`src/ect_pkg.sv`:
```
package ect_pkg;

  // ==========================================================
  // register map: word indices, byte address is four times index
  localparam logic [9:0] ECT_IDX_CTRL  = 10'h0bb;
  localparam logic [9:0] ECT_IDX_STAT  = 10'h0bc;
  localparam logic [9:0] ECT_IDX_FALL  = 10'h0bd;
  localparam logic [9:0] ECT_IDX_RISE  = 10'h0be;
  localparam logic [9:0] ECT_IDX_COUNT = 10'h0bf;

  // ==========================================================
  // field positions
  localparam int ECT_STAT_WRAP_BIT = 7;
  localparam int ECT_STAT_CAPT_BIT = 6;
  localparam int ECT_CTRL_EN_BIT   = 0;
  localparam int ECT_CTRL_SEL_LSB  = 1;

  // ==========================================================
  // reset values and counter limits
  localparam logic [7:0] ECT_COUNT_RST = 8'h00;
  localparam logic [7:0] ECT_COUNT_MAX = 8'hff;
  localparam logic [7:0] ECT_CAPT_RST  = 8'h00;
  localparam logic [7:0] ECT_CTRL_RST  = 8'h00;
  localparam logic [5:0] ECT_DIV_RST   = 6'h00;

  // tick divide ratios per select code: 1, 4, 16, 64 cycles
  localparam logic [5:0] ECT_DIV_SEL0 = 6'h00;
  localparam logic [5:0] ECT_DIV_SEL1 = 6'h03;
  localparam logic [5:0] ECT_DIV_SEL2 = 6'h0f;
  localparam logic [5:0] ECT_DIV_SEL3 = 6'h3f;

  // ==========================================================
  // wishbone carriers
  typedef struct packed {
    logic        cyc;
    logic        stb;
    logic        we;
    logic [11:0] adr;
    logic [3:0]  sel;
    logic [31:0] dat;
  } ect_wb_req_t;

  typedef struct packed {
    logic        ack;
    logic [31:0] dat;
  } ect_wb_rsp_t;

  // ==========================================================
  // whole state of the block
  typedef struct packed {
    logic [1:0]  capt_sync;
    logic        capt_prev;
    logic [7:0]  count;
    logic [5:0]  div;
    logic [7:0]  ctrl;
    logic [7:0]  rise;
    logic [7:0]  fall;
    logic        wrap_flag;
    logic        capt_flag;
    logic        wrap_armed;
    logic        capt_armed;
    logic        ack;
    logic [31:0] rdata;
  } ect_state_t;

endpackage : ect_pkg

```
`src/ect_top.sv`:
```
`timescale 1ns/1ns

// Function
// - set wrap flag when counter rolls ff to 00
// - flag clears only after read-one then write-zero
// - status bits 7,6 cleared by zero, one ignored
// - falling input edge copies counter to fall capture
// - rising input edge copies counter to rise capture
module ect_top
  import ect_pkg::*;
(
  input  wire logic        clk,
  input  wire logic        rst_n,
  input  wire ect_wb_req_t wb_req,
  output      ect_wb_rsp_t wb_rsp,
  input  wire logic        capture_in,
  output      logic [7:0]  capture_timer_count,
  output      logic        count_wrap_flag
);

  ect_state_t s_q;
  ect_state_t s_d;

  logic       bus_hit;
  logic       wr_en;
  logic       rd_en;
  logic       tick;
  logic [5:0] div_lim;
  logic       rise_ev;
  logic       fall_ev;
  logic       clr_wrap;
  logic       clr_capt;
  logic [9:0] idx;
  logic       hit_ctrl;
  logic       hit_stat;
  logic       hit_fall;
  logic       hit_rise;
  logic       hit_count;
  logic [31:0] rd_word;

  // word index; byte lanes below bit 2 are ignored
  assign idx     = wb_req.adr[11:2];
  // ack high gates the hit, so a held request is taken only every other cycle
  assign bus_hit = wb_req.cyc & wb_req.stb & ~s_q.ack;
  assign wr_en   = bus_hit & wb_req.we & wb_req.sel[0];
  assign rd_en   = bus_hit & ~wb_req.we;

  // ==========================================================
  // register decode
  assign hit_ctrl  = (idx == ECT_IDX_CTRL);
  assign hit_stat  = (idx == ECT_IDX_STAT);
  assign hit_fall  = (idx == ECT_IDX_FALL);
  assign hit_rise  = (idx == ECT_IDX_RISE);
  assign hit_count = (idx == ECT_IDX_COUNT);

  // ==========================================================
  // count tick divider
  always_comb
  begin
    case (s_q.ctrl[ECT_CTRL_SEL_LSB +: 2])
      2'd0:    div_lim = ECT_DIV_SEL0;
      2'd1:    div_lim = ECT_DIV_SEL1;
      2'd2:    div_lim = ECT_DIV_SEL2;
      default: div_lim = ECT_DIV_SEL3;
    endcase
  end

  // divider restarts while stopped, so the first tick comes a full ratio after enable
  assign tick = s_q.ctrl[ECT_CTRL_EN_BIT] & (s_q.div >= div_lim);

  // edges seen on the second sync stage only, never the first
  assign rise_ev = s_q.capt_sync[1] & ~s_q.capt_prev;
  assign fall_ev = ~s_q.capt_sync[1] & s_q.capt_prev;

  // clear needs a prior armed read
  assign clr_wrap = wr_en & (idx == ECT_IDX_STAT) & s_q.wrap_armed & ~wb_req.dat[ECT_STAT_WRAP_BIT];
  assign clr_capt = wr_en & (idx == ECT_IDX_STAT) & s_q.capt_armed & ~wb_req.dat[ECT_STAT_CAPT_BIT];

  // ==========================================================
  // next state
  always_comb
  begin
    s_d           = s_q;
    s_d.capt_sync = {s_q.capt_sync[0], capture_in};
    s_d.capt_prev = s_q.capt_sync[1];

    if (!s_q.ctrl[ECT_CTRL_EN_BIT] || tick)
    begin
      s_d.div = ECT_DIV_RST;
    end
    else
    begin
      s_d.div = s_q.div + 6'h01;
    end

    if (tick)
    begin
      s_d.count = s_q.count + 8'h01;
    end

    if (fall_ev)
    begin
      s_d.fall = s_q.count;
    end
    if (rise_ev)
    begin
      s_d.rise = s_q.count;
    end

    // the counter itself is not writable; only the control byte, all 8 bits with enable and tick select
    if (wr_en && idx == ECT_IDX_CTRL)
    begin
      s_d.ctrl = wb_req.dat[7:0];
    end

    // status write ends any armed read, whatever the written value
    if (wr_en && idx == ECT_IDX_STAT)
    begin
      s_d.wrap_armed = 1'b0;
      s_d.capt_armed = 1'b0;
    end
    // a read that sees zero leaves that flag unarmed
    // arm on a read that sees one
    if (rd_en && idx == ECT_IDX_STAT)
    begin
      s_d.wrap_armed = s_q.wrap_flag;
      s_d.capt_armed = s_q.capt_flag;
    end

    if (clr_wrap)
    begin
      s_d.wrap_flag = 1'b0;
    end
    if (clr_capt)
    begin
      s_d.capt_flag = 1'b0;
    end
    // set on wrap, set beats clear
    if (tick && s_q.count == ECT_COUNT_MAX)
    begin
      s_d.wrap_flag = 1'b1;
    end
    // capture flag: any edge, same set-wins order
    if (rise_ev || fall_ev)
    begin
      s_d.capt_flag = 1'b1;
    end

    // single-cycle ack, dropped the cycle after; data only stands with ack
    s_d.ack   = bus_hit;
    s_d.rdata = rd_en ? rd_word : 32'h0000_0000;
  end

  // ==========================================================
  // read data mux; unmapped words and upper bits read as zero
  always_comb
  begin
    rd_word = 32'h0000_0000;
    if (hit_ctrl)
    begin
      rd_word[7:0] = s_q.ctrl;
    end
    if (hit_stat)
    begin
      rd_word[ECT_STAT_WRAP_BIT] = s_q.wrap_flag;
      rd_word[ECT_STAT_CAPT_BIT] = s_q.capt_flag;
    end
    if (hit_fall)
    begin
      rd_word[7:0] = s_q.fall;
    end
    if (hit_rise)
    begin
      rd_word[7:0] = s_q.rise;
    end
    if (hit_count)
    begin
      rd_word[7:0] = s_q.count;
    end
  end

  // ==========================================================
  // state register
  // reset loads constants only; a request may follow the first edge after release
  always_ff @(posedge clk or negedge rst_n)
  begin
    if (!rst_n)
    begin
      s_q.capt_sync  <= 2'b00;
      s_q.capt_prev  <= 1'b0;
      s_q.count      <= ECT_COUNT_RST;
      s_q.div        <= ECT_DIV_RST;
      s_q.ctrl       <= ECT_CTRL_RST;
      s_q.rise       <= ECT_CAPT_RST;
      s_q.fall       <= ECT_CAPT_RST;
      s_q.wrap_flag  <= 1'b0;
      s_q.capt_flag  <= 1'b0;
      s_q.wrap_armed <= 1'b0;
      s_q.capt_armed <= 1'b0;
      s_q.ack        <= 1'b0;
      s_q.rdata      <= 32'h0000_0000;
    end
    else
    begin
      s_q <= s_d;
    end
  end

  // ==========================================================
  // outputs, all straight from flops
  assign wb_rsp.ack          = s_q.ack;
  assign wb_rsp.dat          = s_q.rdata;
  assign capture_timer_count = s_q.count;
  assign count_wrap_flag     = s_q.wrap_flag;

endmodule : ect_top

```
`config.mk`:
```
export PLATFORM = sky130hd
export DESIGN_NAME = ect_top
export DESIGN_NICKNAME = d
export VERILOG_FILES = /design/src/ect_pkg.sv /design/src/ect_top.sv
export SDC_FILE = /design/constraint.sdc
export NUM_CORES = 1
export LEC_CHECK = 0
export ABC_AREA = 1
export BUFFER_PORTS_ARGS = -buffer_cell sky130_fd_sc_hd__buf_2
export CAP_MARGIN = 10
export CORE_MARGIN = 2
export CORE_UTILIZATION = 40
export DETAILED_ROUTE_END_ITERATION = 10
export GPL_TIMING_DRIVEN = 0
export PLACE_DENSITY = 0.73
export REMOVE_ABC_BUFFERS = 1
export SLEW_MARGIN = 40
export SYNTH_ARGS = -nofsm -noshare
export SYNTH_HDL_FRONTEND = slang
export SYNTH_SLANG_ARGS = --single-unit
```
`constraint.sdc`:
```
create_clock -name clk -period 1.95 [get_ports clk]
set_input_delay 0.2925 -clock clk [delete_from_list [all_inputs] [get_ports clk]]
set_output_delay 0.2925 -clock clk [all_outputs]
set_load 0.005 [all_outputs]
```
# Yosys cells after proc, flatten, opt, wreduce, memory -nomap -nowiden
# Cells that the tools add are included.
[classes]
bitwise = 19
n_eq_ne = 8
order_cmp = 1
add_sub_neg = 2
reduce_logical = 11
muxes = 14
[ops]
columns = ["operator", "n"]
rows = [
  ["== test 10 x 8 -> 1 bit (second input constant)", 5],
  ["two-way mux 8 bit", 5],
  ["one-hot mux 6 bit (3 select lines)", 1],
  ["bitwise AND 1 bit", 13],
  ["adder 8 x 1 -> 8 bit (second input constant)", 1],
  ["== test 8 bit (second input constant)", 1],
  ["adder 6 x 1 -> 6 bit (second input constant)", 1],
  ["greater-or-equal comparator 6 bit", 1],
  ["two-way mux 2 bit", 3],
  ["two-way mux 6 bit", 1],
  ["inverter 1 bit", 6],
  ["nonzero test 2 bit", 3],
  ["logical AND 1 bit", 4],
  ["two-way mux 1 bit", 4],
  ["== test 2 x 1 -> 1 bit (second input constant)", 1],
  ["== test 2 bit (second input constant)", 1],
  ["logical NOT 2 bit", 1],
  ["logical OR 1 bit", 2],
  ["logical NOT 1 bit", 1],
]
[totals]
elab_cells = 68
in_bits = 54
register_bits = 54
output_inout_bits = 42

# Longest topological paths before layout
# Gate-level depths: netlist (run 1).
[depth]
ltp_word = 9
ltp_mapped = 11
mapped_depth_nobuf = 10

# Least setup slack after synthesis (run 1)
# Ideal clock, no wire load.
[synth_path]
path_type = "register to register"
startpoint = "reg s_q[55] in the netlist's numbering"
endpoint = "reg s_q (netlist bit capture_timer_count[0])"
path_stages_with_launch = 11
n_path_buf = 1
setup_time_ns = 0.129
required_time_ns = 1.821
arrival_time_ns = 1.556
setup_slack_ns = 0.266
cell_sequence = "dfrtp_1 buf_2 nor2_1 inv_1 ha_1 nand2_1 inv_1 nand4_1 nand3_2 nand2_2 xor2_1"
[synth_between]
elab_chain_len = 4
elab_cells_between_ends = 6
cone_classes = "order compare (1); eq/ne (2); mux (1); bitwise (1); reduce/logical (1)"
[synth_rtl]
columns = ["item", "line_no", "text"]
rows = [
  ["start: declaration", "ect_top.sv:21", "ect_state_t s_q;"],
  ["== test 2 bit, or another cell as far along", "ect_top.sv:60", "case (s_q.ctrl[ECT_CTRL_SEL_LSB +: 2])"],
  ["one-hot mux 6 bit (3 select lines) *", "ect_top.sv:60", ""],
  ["greater-or-equal comparator 6 bit *", "ect_top.sv:69", "assign tick = s_q.ctrl[ECT_CTRL_EN_BIT] & (s_q.div >= div_lim);"],
  ["bitwise AND 1 bit *", "ect_top.sv:69", ""],
]
# Mark *: on every way between the ends. The rest lies on a longest branch, timed or not.
# A chain may end at the register's enable or synchronous reset.

# Final worst setup path (run 1)
[layout_path]
startpoint = "reg s_q[55] in the netlist's numbering"
endpoint = "reg s_q (netlist bit count_wrap_flag)"
[layout_between]
elab_chain_len = 6
elab_cells_between_ends = 9
cone_classes = "order compare (1); eq/ne (2); mux (2); bitwise (1); reduce/logical (3)"
[layout_rtl]
columns = ["item", "line_no", "text"]
rows = [
  ["== test 2 bit, or another cell as far along", "ect_top.sv:60", ""],
  ["one-hot mux 6 bit (3 select lines) *", "ect_top.sv:60", ""],
  ["greater-or-equal comparator 6 bit *", "ect_top.sv:69", ""],
  ["bitwise AND 1 bit *", "ect_top.sv:69", ""],
  ["logical AND 1 bit *", "ect_top.sv:139", "if (tick && s_q.count == ECT_COUNT_MAX)"],
  ["two-way mux 1 bit / nonzero test 2 bit (equally long branches)", "-", ""],
]
# Marks and branches as above.

==> flow_metrics.tcl, run 1 <==
set metrics [dict create \
    outcome "finished, final reports clean" \
    dp_hpwl_um 4547 \
    critPathRequiredTime_ns 2.12 \
    grt_util_all_layers_pct 16.05 \
    path_clk_slew_ns 0.10 \
    p_total_mw 2.001 \
    synth_top_family_by_area "simple AND/OR/NAND/NOR gates" \
    port_buffers 42 \
    critPathTopFamily "simple AND/OR/NAND/NOR gates" \
    htreeDepth 2 \
    power_leakage_nw 1.707 \
    hold_viol 0 \
    areaGrowthSynthToFinish_pct 6.891 \
    p_clk_share_pct 36.9 \
    critPathCaptureType "flip-flop" \
    relSlewSlack_pct 50.17 \
    die-area_um2 8436 \
    final_net_count 469 \
    crit_chain "nand2_1 -> ha_1 -> a21oi_1 -> a21boi_2 -> nand3_2 -> nand3_1 -> o21ai_0" \
    report.final.slew_viol_count 0 \
    ir_drop_v 0.0004560 \
    clock-sinks 54 \
    drc 0 \
    synth_compound_area_share_pct 7.337 \
    dr.pass1.iters 4 \
    yosys_warnings 0 \
    layout_common_cells "94 x nand2_1, 53 x dfrtp_1, 41 x buf_2" \
    cts_tree "yes" \
    cp_num_buf_inv 0 \
    fp-row-count 32 \
    final_common_cell "nand2_1" \
    root_buffer "clkbuf_8" \
    cellPowerDensity_nw_per_um2 606.5 \
    synth_area_um2 3087 \
    grt-ovfl-total 0 \
    critical-path-slowest-cell "dfrtp_2" \
    fin_crit_ns 1.801 \
    hold_path.class "in -> async" \
    worst_pin_slew_ns 0.7446 \
    antenna_found_initial 0 \
    internal-power_mw 1.553 \
    arrival_ns 1.97 \
    clockBufferDepth 2 \
    setup_slack_ns 0.1486 \
    place_ws_ns -0.01612 \
    crit_type "reg -> reg" \
    finalCritPeriodShare_pct 92.38 \
    initial_utilization_pct 40.58 \
    drive_gt1_share_pct 16.91 \
    crit_path_max_fanout 6 \
    grt_max_degree 55 \
    rsz0062_at_grt "no" \
    finalSetupViolCount 0 \
    routed_wl_um 6387 \
    crit_path_max_incr_delay_ns 0.43 \
    synth.ff_latch_count 54 \
    synth.area.mux_share_pct 0.3648 \
    grt_pass1_vias 2417 \
    wl_per_cell_um 12.52 \
    core_area_um2 7607 \
    synth_cell_types 30 \
    startpoint_type "flip-flop" \
    vias_per_cell 4.804 \
    syn_inst 384 \
    drtAntennaViolNets 0 \
    vias 2450 \
    die_h_um 91.85 \
    max_freq_mhz 555.1 \
    grt_pass1_wl_um 10980 \
    utilization_pct 43.37 \
    cap_violations 0 \
    syn_avg_cell_area_um2 8.038 \
    die_w_um 91.85 \
    clkLatencyLatePin_ns 0.30 \
    drt_first_iter_violations 162 \
    synthXorXnorAreaFrac_pct 3.405 \
    diodes 0 \
    pwr-share-comb_pct 6.1 \
    swShare_pct 22.37 \
    io_pins 96 \
    power_frac_seq_pct 57.1 \
    fin_skew_ns 0.01194 \
    gp_routability_congestion 0.8458 \
    synth_fa_ha_area_share_pct 3.243 \
    cts_made_buffers 5 \
    ys_seq_area_share_pct 43.78 \
    synth-simple-area-share_pct 25.37 \
    ctsHoldBuffers 0 \
    p_sw_mw 0.4477 \
]
[power groups by stage]
stage / clock, mW / combinational [mW] / sequential (mW)
2_1_floorplan: 0 / 0.0550 / 1.16
3_3_place_gp: 0 / 0.119 / 1.16
3_5_place_dp: 0 / 0.123 / 1.16
4_1_cts: 0.751 / 0.122 / 1.14
5_1_grt: 0.802 / 0.141 / 1.14
6_report: 0.737 / 0.122 / 1.14
[through the flow]
| stage | instances | instance area, um^2 | hold WS [ns] | setup TNS [ns] |
|---|---|---|---|---|
| floorplan | 355 | 2818 | -0.003091 | 0 |
| global placement | 499 | 3156 | 0.3349 | 0 |
| detailed placement | 499 | 3158 | 0.3411 | -0.02517 |
| CTS | 507 | 3266 | 0.05598 | 0 |
| global route | 510 | 3299 | 0.07085 | 0 |
| finish | 510 | 3299 | 0.009699 | 0 |
[registers in the layout, indices dropped and copies added (netlist names)]
| register | count |
|---|---|
| s_q | 34 |
| wb_rsp | 9 |
| capture_timer_count | 8 |
| s_d | 2 |
| count_wrap_flag | 1 |
[final timing paths]
check	startpoint	end	slack, ns	depth (start not counted)
max in group asynchronous	rst_n	s_q[55]$_DFFE_PN0P_	1.44	1
worst min-delay path	rst_n	s_q[49]$_DFFE_PN0P_	0.01	1
worst max register to register	s_q[55]$_DFFE_PN0P_	count_wrap_flag$_DFFE_PN0P_	0.15	7
min in group clk	capture_in	s_d[77]$_DFF_PN0_	0.09	1
worst max-delay path	s_q[55]$_DFFE_PN0P_	count_wrap_flag$_DFFE_PN0P_	0.15	7
worst min register to register	s_d[77]$_DFF_PN0_	s_d[75]$_DFF_PN0_	0.36	0
[per-layer routing]
layer / up-vias / global-route usage, % / share of wire, %
met5: - / 0 / 0
li1: 1208 / - / -
met1: 1166 / 21.11 / 44
met3: 6 / 2.876 / 5.8
met4: 0 / 4.104 / 1.0
met2: 70 / 27.45 / 49
[synthesized netlist by cell type]
master,instances,area [um^2]
nand2_1,94,352.8
dfrtp_1,54,1351
buf_4,42,315.3
inv_1,36,135.1
nand3_1,28,140.1
nor2_1,22,82.58
a21oi_1,16,80.08
nand4_1,13,81.33
o21ai_0,13,65.06
o21ai_1,10,50.05
clkbuf_1,8,30.03
ha_1,8,100.1
xnor2_1,6,52.55
xor2_1,6,52.55
inv_2,4,15.01
nand2_2,3,18.77
nand3_2,3,30.03
nor2_4,3,33.78
buf_2,2,10.01
nor3_1,2,10.01
nor3b_1,2,15.01
a21boi_1,1,7.510
and2_1,1,6.260
conb_1,1,3.750
mux2_2,1,11.26
nor2_2,1,6.260
nor4_1,1,6.260
o2111ai_1,1,8.760
o21bai_1,1,7.510
o31ai_1,1,7.510
[cell families (layout without fill, tap and decap cells)]
group	after synthesis	after routing
AOI/OAI and AO/OA	43	43
other	1	24
adders and majority gates	8	8
xor gates and xnor gates	12	12
muxes	1	1
DFF	54	54
buffers and inverters	92	93
and+or+nand+nor	173	173
[final cells by class]
type	count	area, um^2
Clock buffer	7	76.32
Clock inverter	1	30.03
Sequential cell	54	1353
Inverter	40	150.1
Multi-Input combinational cell	261	1328
Fill cell	761	4308
Timing Repair Buffer	45	235.2
Tap cell	102	127.6
[what timing repair did]
action,CTS,global route
gates cloned,0,0
setup buffers,0,3
pin swaps,0,1
endpoints found under the setup margin,9,10
gates resized for setup,1,3
Note: power is estimated with default switching activity, not from simulation.
==> inputs of run 2 (changes only) <==
--- a/config.mk
+++ b/config.mk
@@ -12,7 +12,7 @@
 export CORE_UTILIZATION = 40
 export DETAILED_ROUTE_END_ITERATION = 10
 export GPL_TIMING_DRIVEN = 0
-export PLACE_DENSITY = 0.73
+export PLACE_DENSITY = 0.75
 export REMOVE_ABC_BUFFERS = 1
 export SLEW_MARGIN = 40
 export SYNTH_ARGS = -nofsm -noshare
==> constraint.sdc (replaced) <==
create_clock -name clk -period 1.57 [get_ports clk]
set_input_delay 0.2355 -clock clk [delete_from_list [all_inputs] [get_ports clk]]
set_output_delay 0.2355 -clock clk [all_outputs]
set_load 0.005 [all_outputs]
==> run 2 against run 1 <==
  * The flow now finishes with violations (setup timing)
  * Non-clock buffer count up 6
  * Clock power up 29%
  * Cell area up 4.8%
  * Via count up 0.94%
  * First-iteration DRC count down 8.6%
  * Sequential share of layout area down 1.9 points
  * Worst hold slack better by 0.016 ns
  * Global-route usage down 0.63 points
  * Clock skew down 0.0062 ns
  * Largest power group unchanged
  * Sequential cell count unchanged
  * Final cell count up 1.2%
  * Largest cell class is now multi-input gates
  * Critical path depth up 1
==> flow_metrics.tcl, run 2 (synthesized netlist as in run 1, its figures left out) <==
set metrics [dict create \
    outcome "finished, violations left" \
    violations "setup timing" \
    worstRegToRegCells 8 \
    final_net_count 476 \
    utilization_pct 45.46 \
    fin_crit_ns 1.714 \
    critPathCaptureType "flip-flop" \
    initial_utilization_pct 40.58 \
    critPathRequiredTime_ns 1.77 \
    top_register "s_q" \
    relSlewSlack_pct 54.90 \
    gp_routability_congestion 0.8859 \
    final_common_cell "nand2_1" \
    drive_gt1_share_pct 22.22 \
    drtAntennaViolNets 0 \
    dp_hpwl_um 4461 \
    routed_wl_um 6376 \
    cellPowerDensity_nw_per_um2 729.9 \
    dr.pass1.iters 4 \
    layout_common_cells "90 x nand2_1, 53 x dfrtp_1, 41 x buf_2" \
    clkLatencyLatePin_ns 0.31 \
    die-area_um2 8436 \
    cts_tree "yes" \
    rsz0062_at_grt "yes" \
    grt_pass1_wl_um 10430 \
    fp-row-count 32 \
    path_clk_slew_ns 0.09 \
    hold_viol 0 \
    dp.cells 499 \
    fin_skew_ns 0.005722 \
    worst_pin_slew_ns 0.6765 \
    port_buffers 42 \
    clock-sinks 54 \
    grt_pass1_vias 2309 \
    die_h_um 91.85 \
    clockBufferDepth 2 \
    crit_path_max_fanout 6 \
    areaGrowthSynthToFinish_pct 12.04 \
    die_w_um 91.85 \
    crit_type "reg -> reg" \
    hold_path.class "in -> reg" \
    startpoint_type "flip-flop" \
    drc 0 \
    diodes 0 \
    vias_per_cell 4.793 \
    instances_no_fill 516 \
    vias 2473 \
    grt_max_degree 55 \
    largest_reg_flops 34 \
    cap_violations 0 \
    arrival_ns 1.91 \
    core_area_um2 7607 \
    regToRegSetupSlack_ns -0.14 \
    antenna_found_initial 0 \
    grt-ovfl-total 0 \
    place_ws_ns -0.4169 \
    max_freq_mhz 583.5 \
    htreeDepth 2 \
    drt_first_iter_violations 148 \
    cts_made_buffers 5 \
    wl_per_cell_um 12.36 \
    io_pins 96 \
    worstHoldPathCells 1 \
    setup_slack_ns -0.1437 \
    p_total_mw 2.524 \
    ir_drop_v 0.0003085 \
    report.final.slew_viol_count 0 \
    power_leakage_nw 1.763 \
    grt_util_all_layers_pct 15.42 \
    finalCritPeriodShare_pct 109.2 \
    root_buffer "clkbuf_8" \
    finalSetupViolCount 15 \
]
run 2: cell type report:
class | count | area [um^2]
Fill cell | 757 | 4149
Multi-Input combinational cell | 262 | 1429
Sequential cell | 54 | 1353
Timing Repair Buffer | 51 | 286.5
Inverter | 40 | 150.1
Tap cell | 102 | 127.6
Clock buffer | 6 | 82.58
Clock inverter | 1 | 30.03
run 2: final timing paths:
kind | to | startpoint
setup / recovery | capture_timer_count[0]$_DFFE_PN0P_ | s_q[54]$_DFFE_PN0P_
hold / removal | s_d[77]$_DFF_PN0_ | capture_in
setup reg to reg | capture_timer_count[0]$_DFFE_PN0P_ | s_q[54]$_DFFE_PN0P_
hold reg to reg | s_d[75]$_DFF_PN0_ | s_d[77]$_DFF_PN0_
max in group asynchronous | s_q[55]$_DFFE_PN0P_ | rst_n
min in group asynchronous | s_d[77]$_DFF_PN0_ | rst_n
run 2: what timing repair did:
| action | 4_1_cts | 5_1_grt |
|---|---|---|
| setup endpoints to repair | 27 | 27 |
| resized for setup | 15 | 12 |
| hold endpoints to repair | 35 | 0 |
| pin swaps | 5 | 1 |
| hold buffers | 1 | 0 |
| cloned | 1 | 0 |
| setup buffers | 7 | 1 |
run 2: routing by layer:
| layer | routed length, um | part of all wire, % | GRT usage (%) |
|---|---|---|---|
| met1 | 2795 | 44 | 19.42 |
| met2 | 3218 | 50 | 27.45 |
| met3 | 274 | 4.3 | 2.629 |
| met4 | 88 | 1.4 | 3.980 |
| met5 | 0 | 0 | 0 |
run 2: critical path: stages (launching register included):
cell and delay, ns:
dfrtp_1 0.43, nand2_2 0.12, ha_4 0.29, nand2_2 0.05, inv_2 0.08, nand4_1 0.18
nand3_4 0.20, nand2_4 0.10, xor2_1 0.16
run 2: report_power, final:
group | total (mW) | switching [mW] | internal, mW
clock | 0.950 | 0.439 | 0.511
sequential | 1.42 | 0.0105 | 1.41
combinational | 0.156 | 0.110 | 0.0469
total | 2.52 | 0.559 | 1.96
run 2: through the flow:
stage	instance area, um^2	setup TNS (ns)	hold WS [ns]
after floorplan	2818	-0.6363	-0.06009
after global placement	3156	-4.768	0.3355
after detailed placement	3158	-6.595	0.3297
after CTS	3400	-1.527	0.02143
after global routing	3458	-3.435	0.01542
final	3458	-1.734	0.02569
==> inputs of run 3 (changes only) <==
--- a/config.mk
+++ b/config.mk
@@ -8,6 +8,7 @@
 export ABC_AREA = 1
 export BUFFER_PORTS_ARGS = -buffer_cell sky130_fd_sc_hd__buf_2
 export CAP_MARGIN = 10
+export CORE_ASPECT_RATIO = 1.4
 export CORE_MARGIN = 2
 export CORE_UTILIZATION = 40
 export DETAILED_ROUTE_END_ITERATION = 10
==> run 3 against run 2 <==
  * The run still ends with setup timing left
  * Total power is 6.3% lower
  * Combinational power hardly changed
  * Die area is 0.12% higher
  * Register-to-register slack worse by 0.02 ns
  * First-iteration DRC count is 4.1% higher
  * Worst setup slack worse by 0.024 ns
  * Count of clock-buffer cells in the layout stayed put
  * Critical endpoint is now capture_timer_count[2]$_DFFE_PN0P_
==> flow_metrics.tcl, run 3 (synthesized netlist as in run 1, its figures left out) <==
set metrics [dict create \
    die_h_um 107.9 \
    routed_wl_um 6457 \
    fin_tns_setup_ns -1.991 \
    hp-start "capture_in" \
    antenna_found_initial 0 \
    cts_tree "yes" \
    root_buffer "clkbuf_8" \
    vias_per_cell 4.834 \
    finalCritPeriodShare_pct 110.7 \
    critPathCaptureType "flip-flop" \
    pwr-share-comb_pct 6.6 \
    crit_path_max_incr_delay_ns 0.42 \
    clockBufferDepth 2 \
    port_buffers 42 \
    finalSetupViolCount 15 \
    initial_utilization_pct 41.67 \
    fp-row-count 37 \
    cellPowerDensity_nw_per_um2 692.0 \
    dp.cells 494 \
    p_clk_share_pct 33.4 \
    gp_routability_congestion 0.8279 \
    die_w_um 78.24 \
    grt-ovfl-total 0 \
    clock-sinks 54 \
    ir_drop_v 0.0004864 \
    vias 2475 \
    areaGrowthSynthToFinish_pct 10.66 \
    rsz0062_at_grt "yes" \
    grt_pass1_wl_um 11090 \
    drive_gt1_share_pct 21.20 \
    outcome "finished, violations left" \
    drtAntennaViolNets 0 \
    design_area_um2 3416 \
    grt_max_degree 55 \
    setup.worst_path.start "s_q[55]$_DFFE_PN0P_" \
    power_leakage_nw 1.744 \
    hold_viol 0 \
    final_net_count 476 \
    startpoint_type "flip-flop" \
    place_area_um2 3152 \
    swShare_pct 24.78 \
    cts_made_buffers 5 \
    arrival_ns 1.93 \
    die-area_um2 8445 \
    dp_hpwl_um 4647 \
    crit_type "reg -> reg" \
    worst_path_most_repeated_cell "nand2_1" \
    path_clk_slew_ns 0.10 \
    grt_pass1_vias 2458 \
    diodes 0 \
    fin_skew_ns 0.008873 \
    report.final.slew_viol_count 0 \
    critPathRequiredTime_ns 1.77 \
    drt_first_iter_violations 154 \
    wl_per_cell_um 12.61 \
    power_frac_seq_pct 60.0 \
    dr.pass1.iters 4 \
    max_freq_mhz 575.3 \
    largest_reg_flops 34 \
    htreeDepth 2 \
    instances_no_fill 512 \
    hold_path.class "in -> reg" \
    grt_util_all_layers_pct 16.51 \
    violations "setup timing" \
    cap_violations 0 \
    p_sw_mw 0.5857 \
    core_area_um2 7407 \
    clkLatencyLatePin_ns 0.31 \
    worst_pin_slew_ns 0.6772 \
    top_register "s_q" \
    fin_crit_ns 1.738 \
    final_common_cell "nand2_1" \
    n_fill_cell 738 \
    internal-power_mw 1.778 \
    io_pins 96 \
    drc 0 \
    layout_common_cells "94 x nand2_1, 53 x dfrtp_1, 41 x buf_2" \
    regToRegStartpoint "s_q[55]$_DFFE_PN0P_" \
    crit_chain "nand2_1 -> ha_1 -> nand2_1 -> inv_2 -> nand4_1 -> nand3_4 -> nand2_4 -> nand2_1 -> o21ai_1" \
    critical-path-slowest-cell "dfrtp_2" \
    setup_slack_ns -0.1682 \
    relSlewSlack_pct 54.85 \
    crit_path_max_fanout 6 \
]
==> run 3: cell types whose count changed in the layout (fill, tap and decap cells not counted), moves of 2 or more <==
cell and delta:
nor2_1 -3, o21ai_2 -2, o21ai_1 +2, nand2_1 +4, nand2_2 -4, nor2_2 +2
==> run 3: per-layer routing <==
metal / GRT usage (%) / share of wire [%]
met1: 19.16 / 41
met2: 29.25 / 51
met3: 2.254 / 4.0
met4: 9.148 / 3.6
met5: 0 / 0
==> run 3: power groups by stage <==
stage / Clock, mW / Combinational [mW] / Sequential, mW
2_1_floorplan: 0 / 0.0683 / 1.44
3_3_place_gp: 0 / 0.145 / 1.45
3_5_place_dp: 0 / 0.151 / 1.45
4_1_cts: 0.802 / 0.155 / 1.42
5_1_grt: 0.853 / 0.181 / 1.42
6_report: 0.789 / 0.156 / 1.42
==> run 3: worst paths after layout <==
path | endpoint | slack (ns) | depth (start not counted)
setup / recovery | capture_timer_count[2]$_DFFE_PN0P_ | -0.17 | 9
hold / removal | s_d[77]$_DFF_PN0_ | 0.02 | 1
setup reg to reg | capture_timer_count[2]$_DFFE_PN0P_ | -0.17 | 9
hold reg to reg | s_d[75]$_DFF_PN0_ | 0.36 | 0
max in group asynchronous | s_q[55]$_DFFE_PN0P_ | 0.59 | 2
min in group asynchronous | wb_rsp[4]$_DFF_PN0_ | 0.49 | 2
==> run 3: critical path, delay by kind of cell, from the launching register on <==
family | cells | cell delay (ns)
AO/OA/AOI/OAI | 1 | 0.07
flip-flops | 1 | 0.42
buffers and inverters | 1 | 0.09
adder cells (fa/ha/maj) | 1 | 0.29
AND/OR/NAND/NOR | 6 | 0.76
==> run 3: what timing repair did <==
action | CTS | global route
setup endpoints to repair | 24 | 28
setup buffers | 8 | 0
gates cloned | 1 | 0
resized for setup | 13 | 11
pin swaps | 5 | 3
hold buffers | 1 | 0
hold endpoints to repair | 54 | 0
==> run 3: per-stage QoR <==
step / util, % / total power, mW / hold slack [ns] / setup WS (ns)
floorplan: - / 1.512 / -0.06009 / -0.1055
global placement: 42.52 / 1.590 / 0.3391 / -0.3340
detailed placement: 42.55 / 1.597 / 0.3222 / -0.4270
CTS: 45.41 / 2.376 / 0.02145 / -0.1326
global route: 46.11 / 2.456 / 0.01110 / -0.2610
finish: 46.11 / 2.364 / 0.02115 / -0.1682
==> run 3: area by class of cell <==
| class | count | area (um^2) | area share (%) |
|---|---|---|---|
| tap | 97 | 121.4 | 3.553 |
| inverter | 40 | 150.1 | 4.396 |
| multi-input combinational | 262 | 1415 | 41.43 |
| clock inverter | 2 | 17.52 | 0.5128 |
| sequential | 54 | 1353 | 39.60 |
| timing repair buffer | 51 | 286.5 | 8.388 |
| clock buffer | 6 | 72.57 | 2.125 |
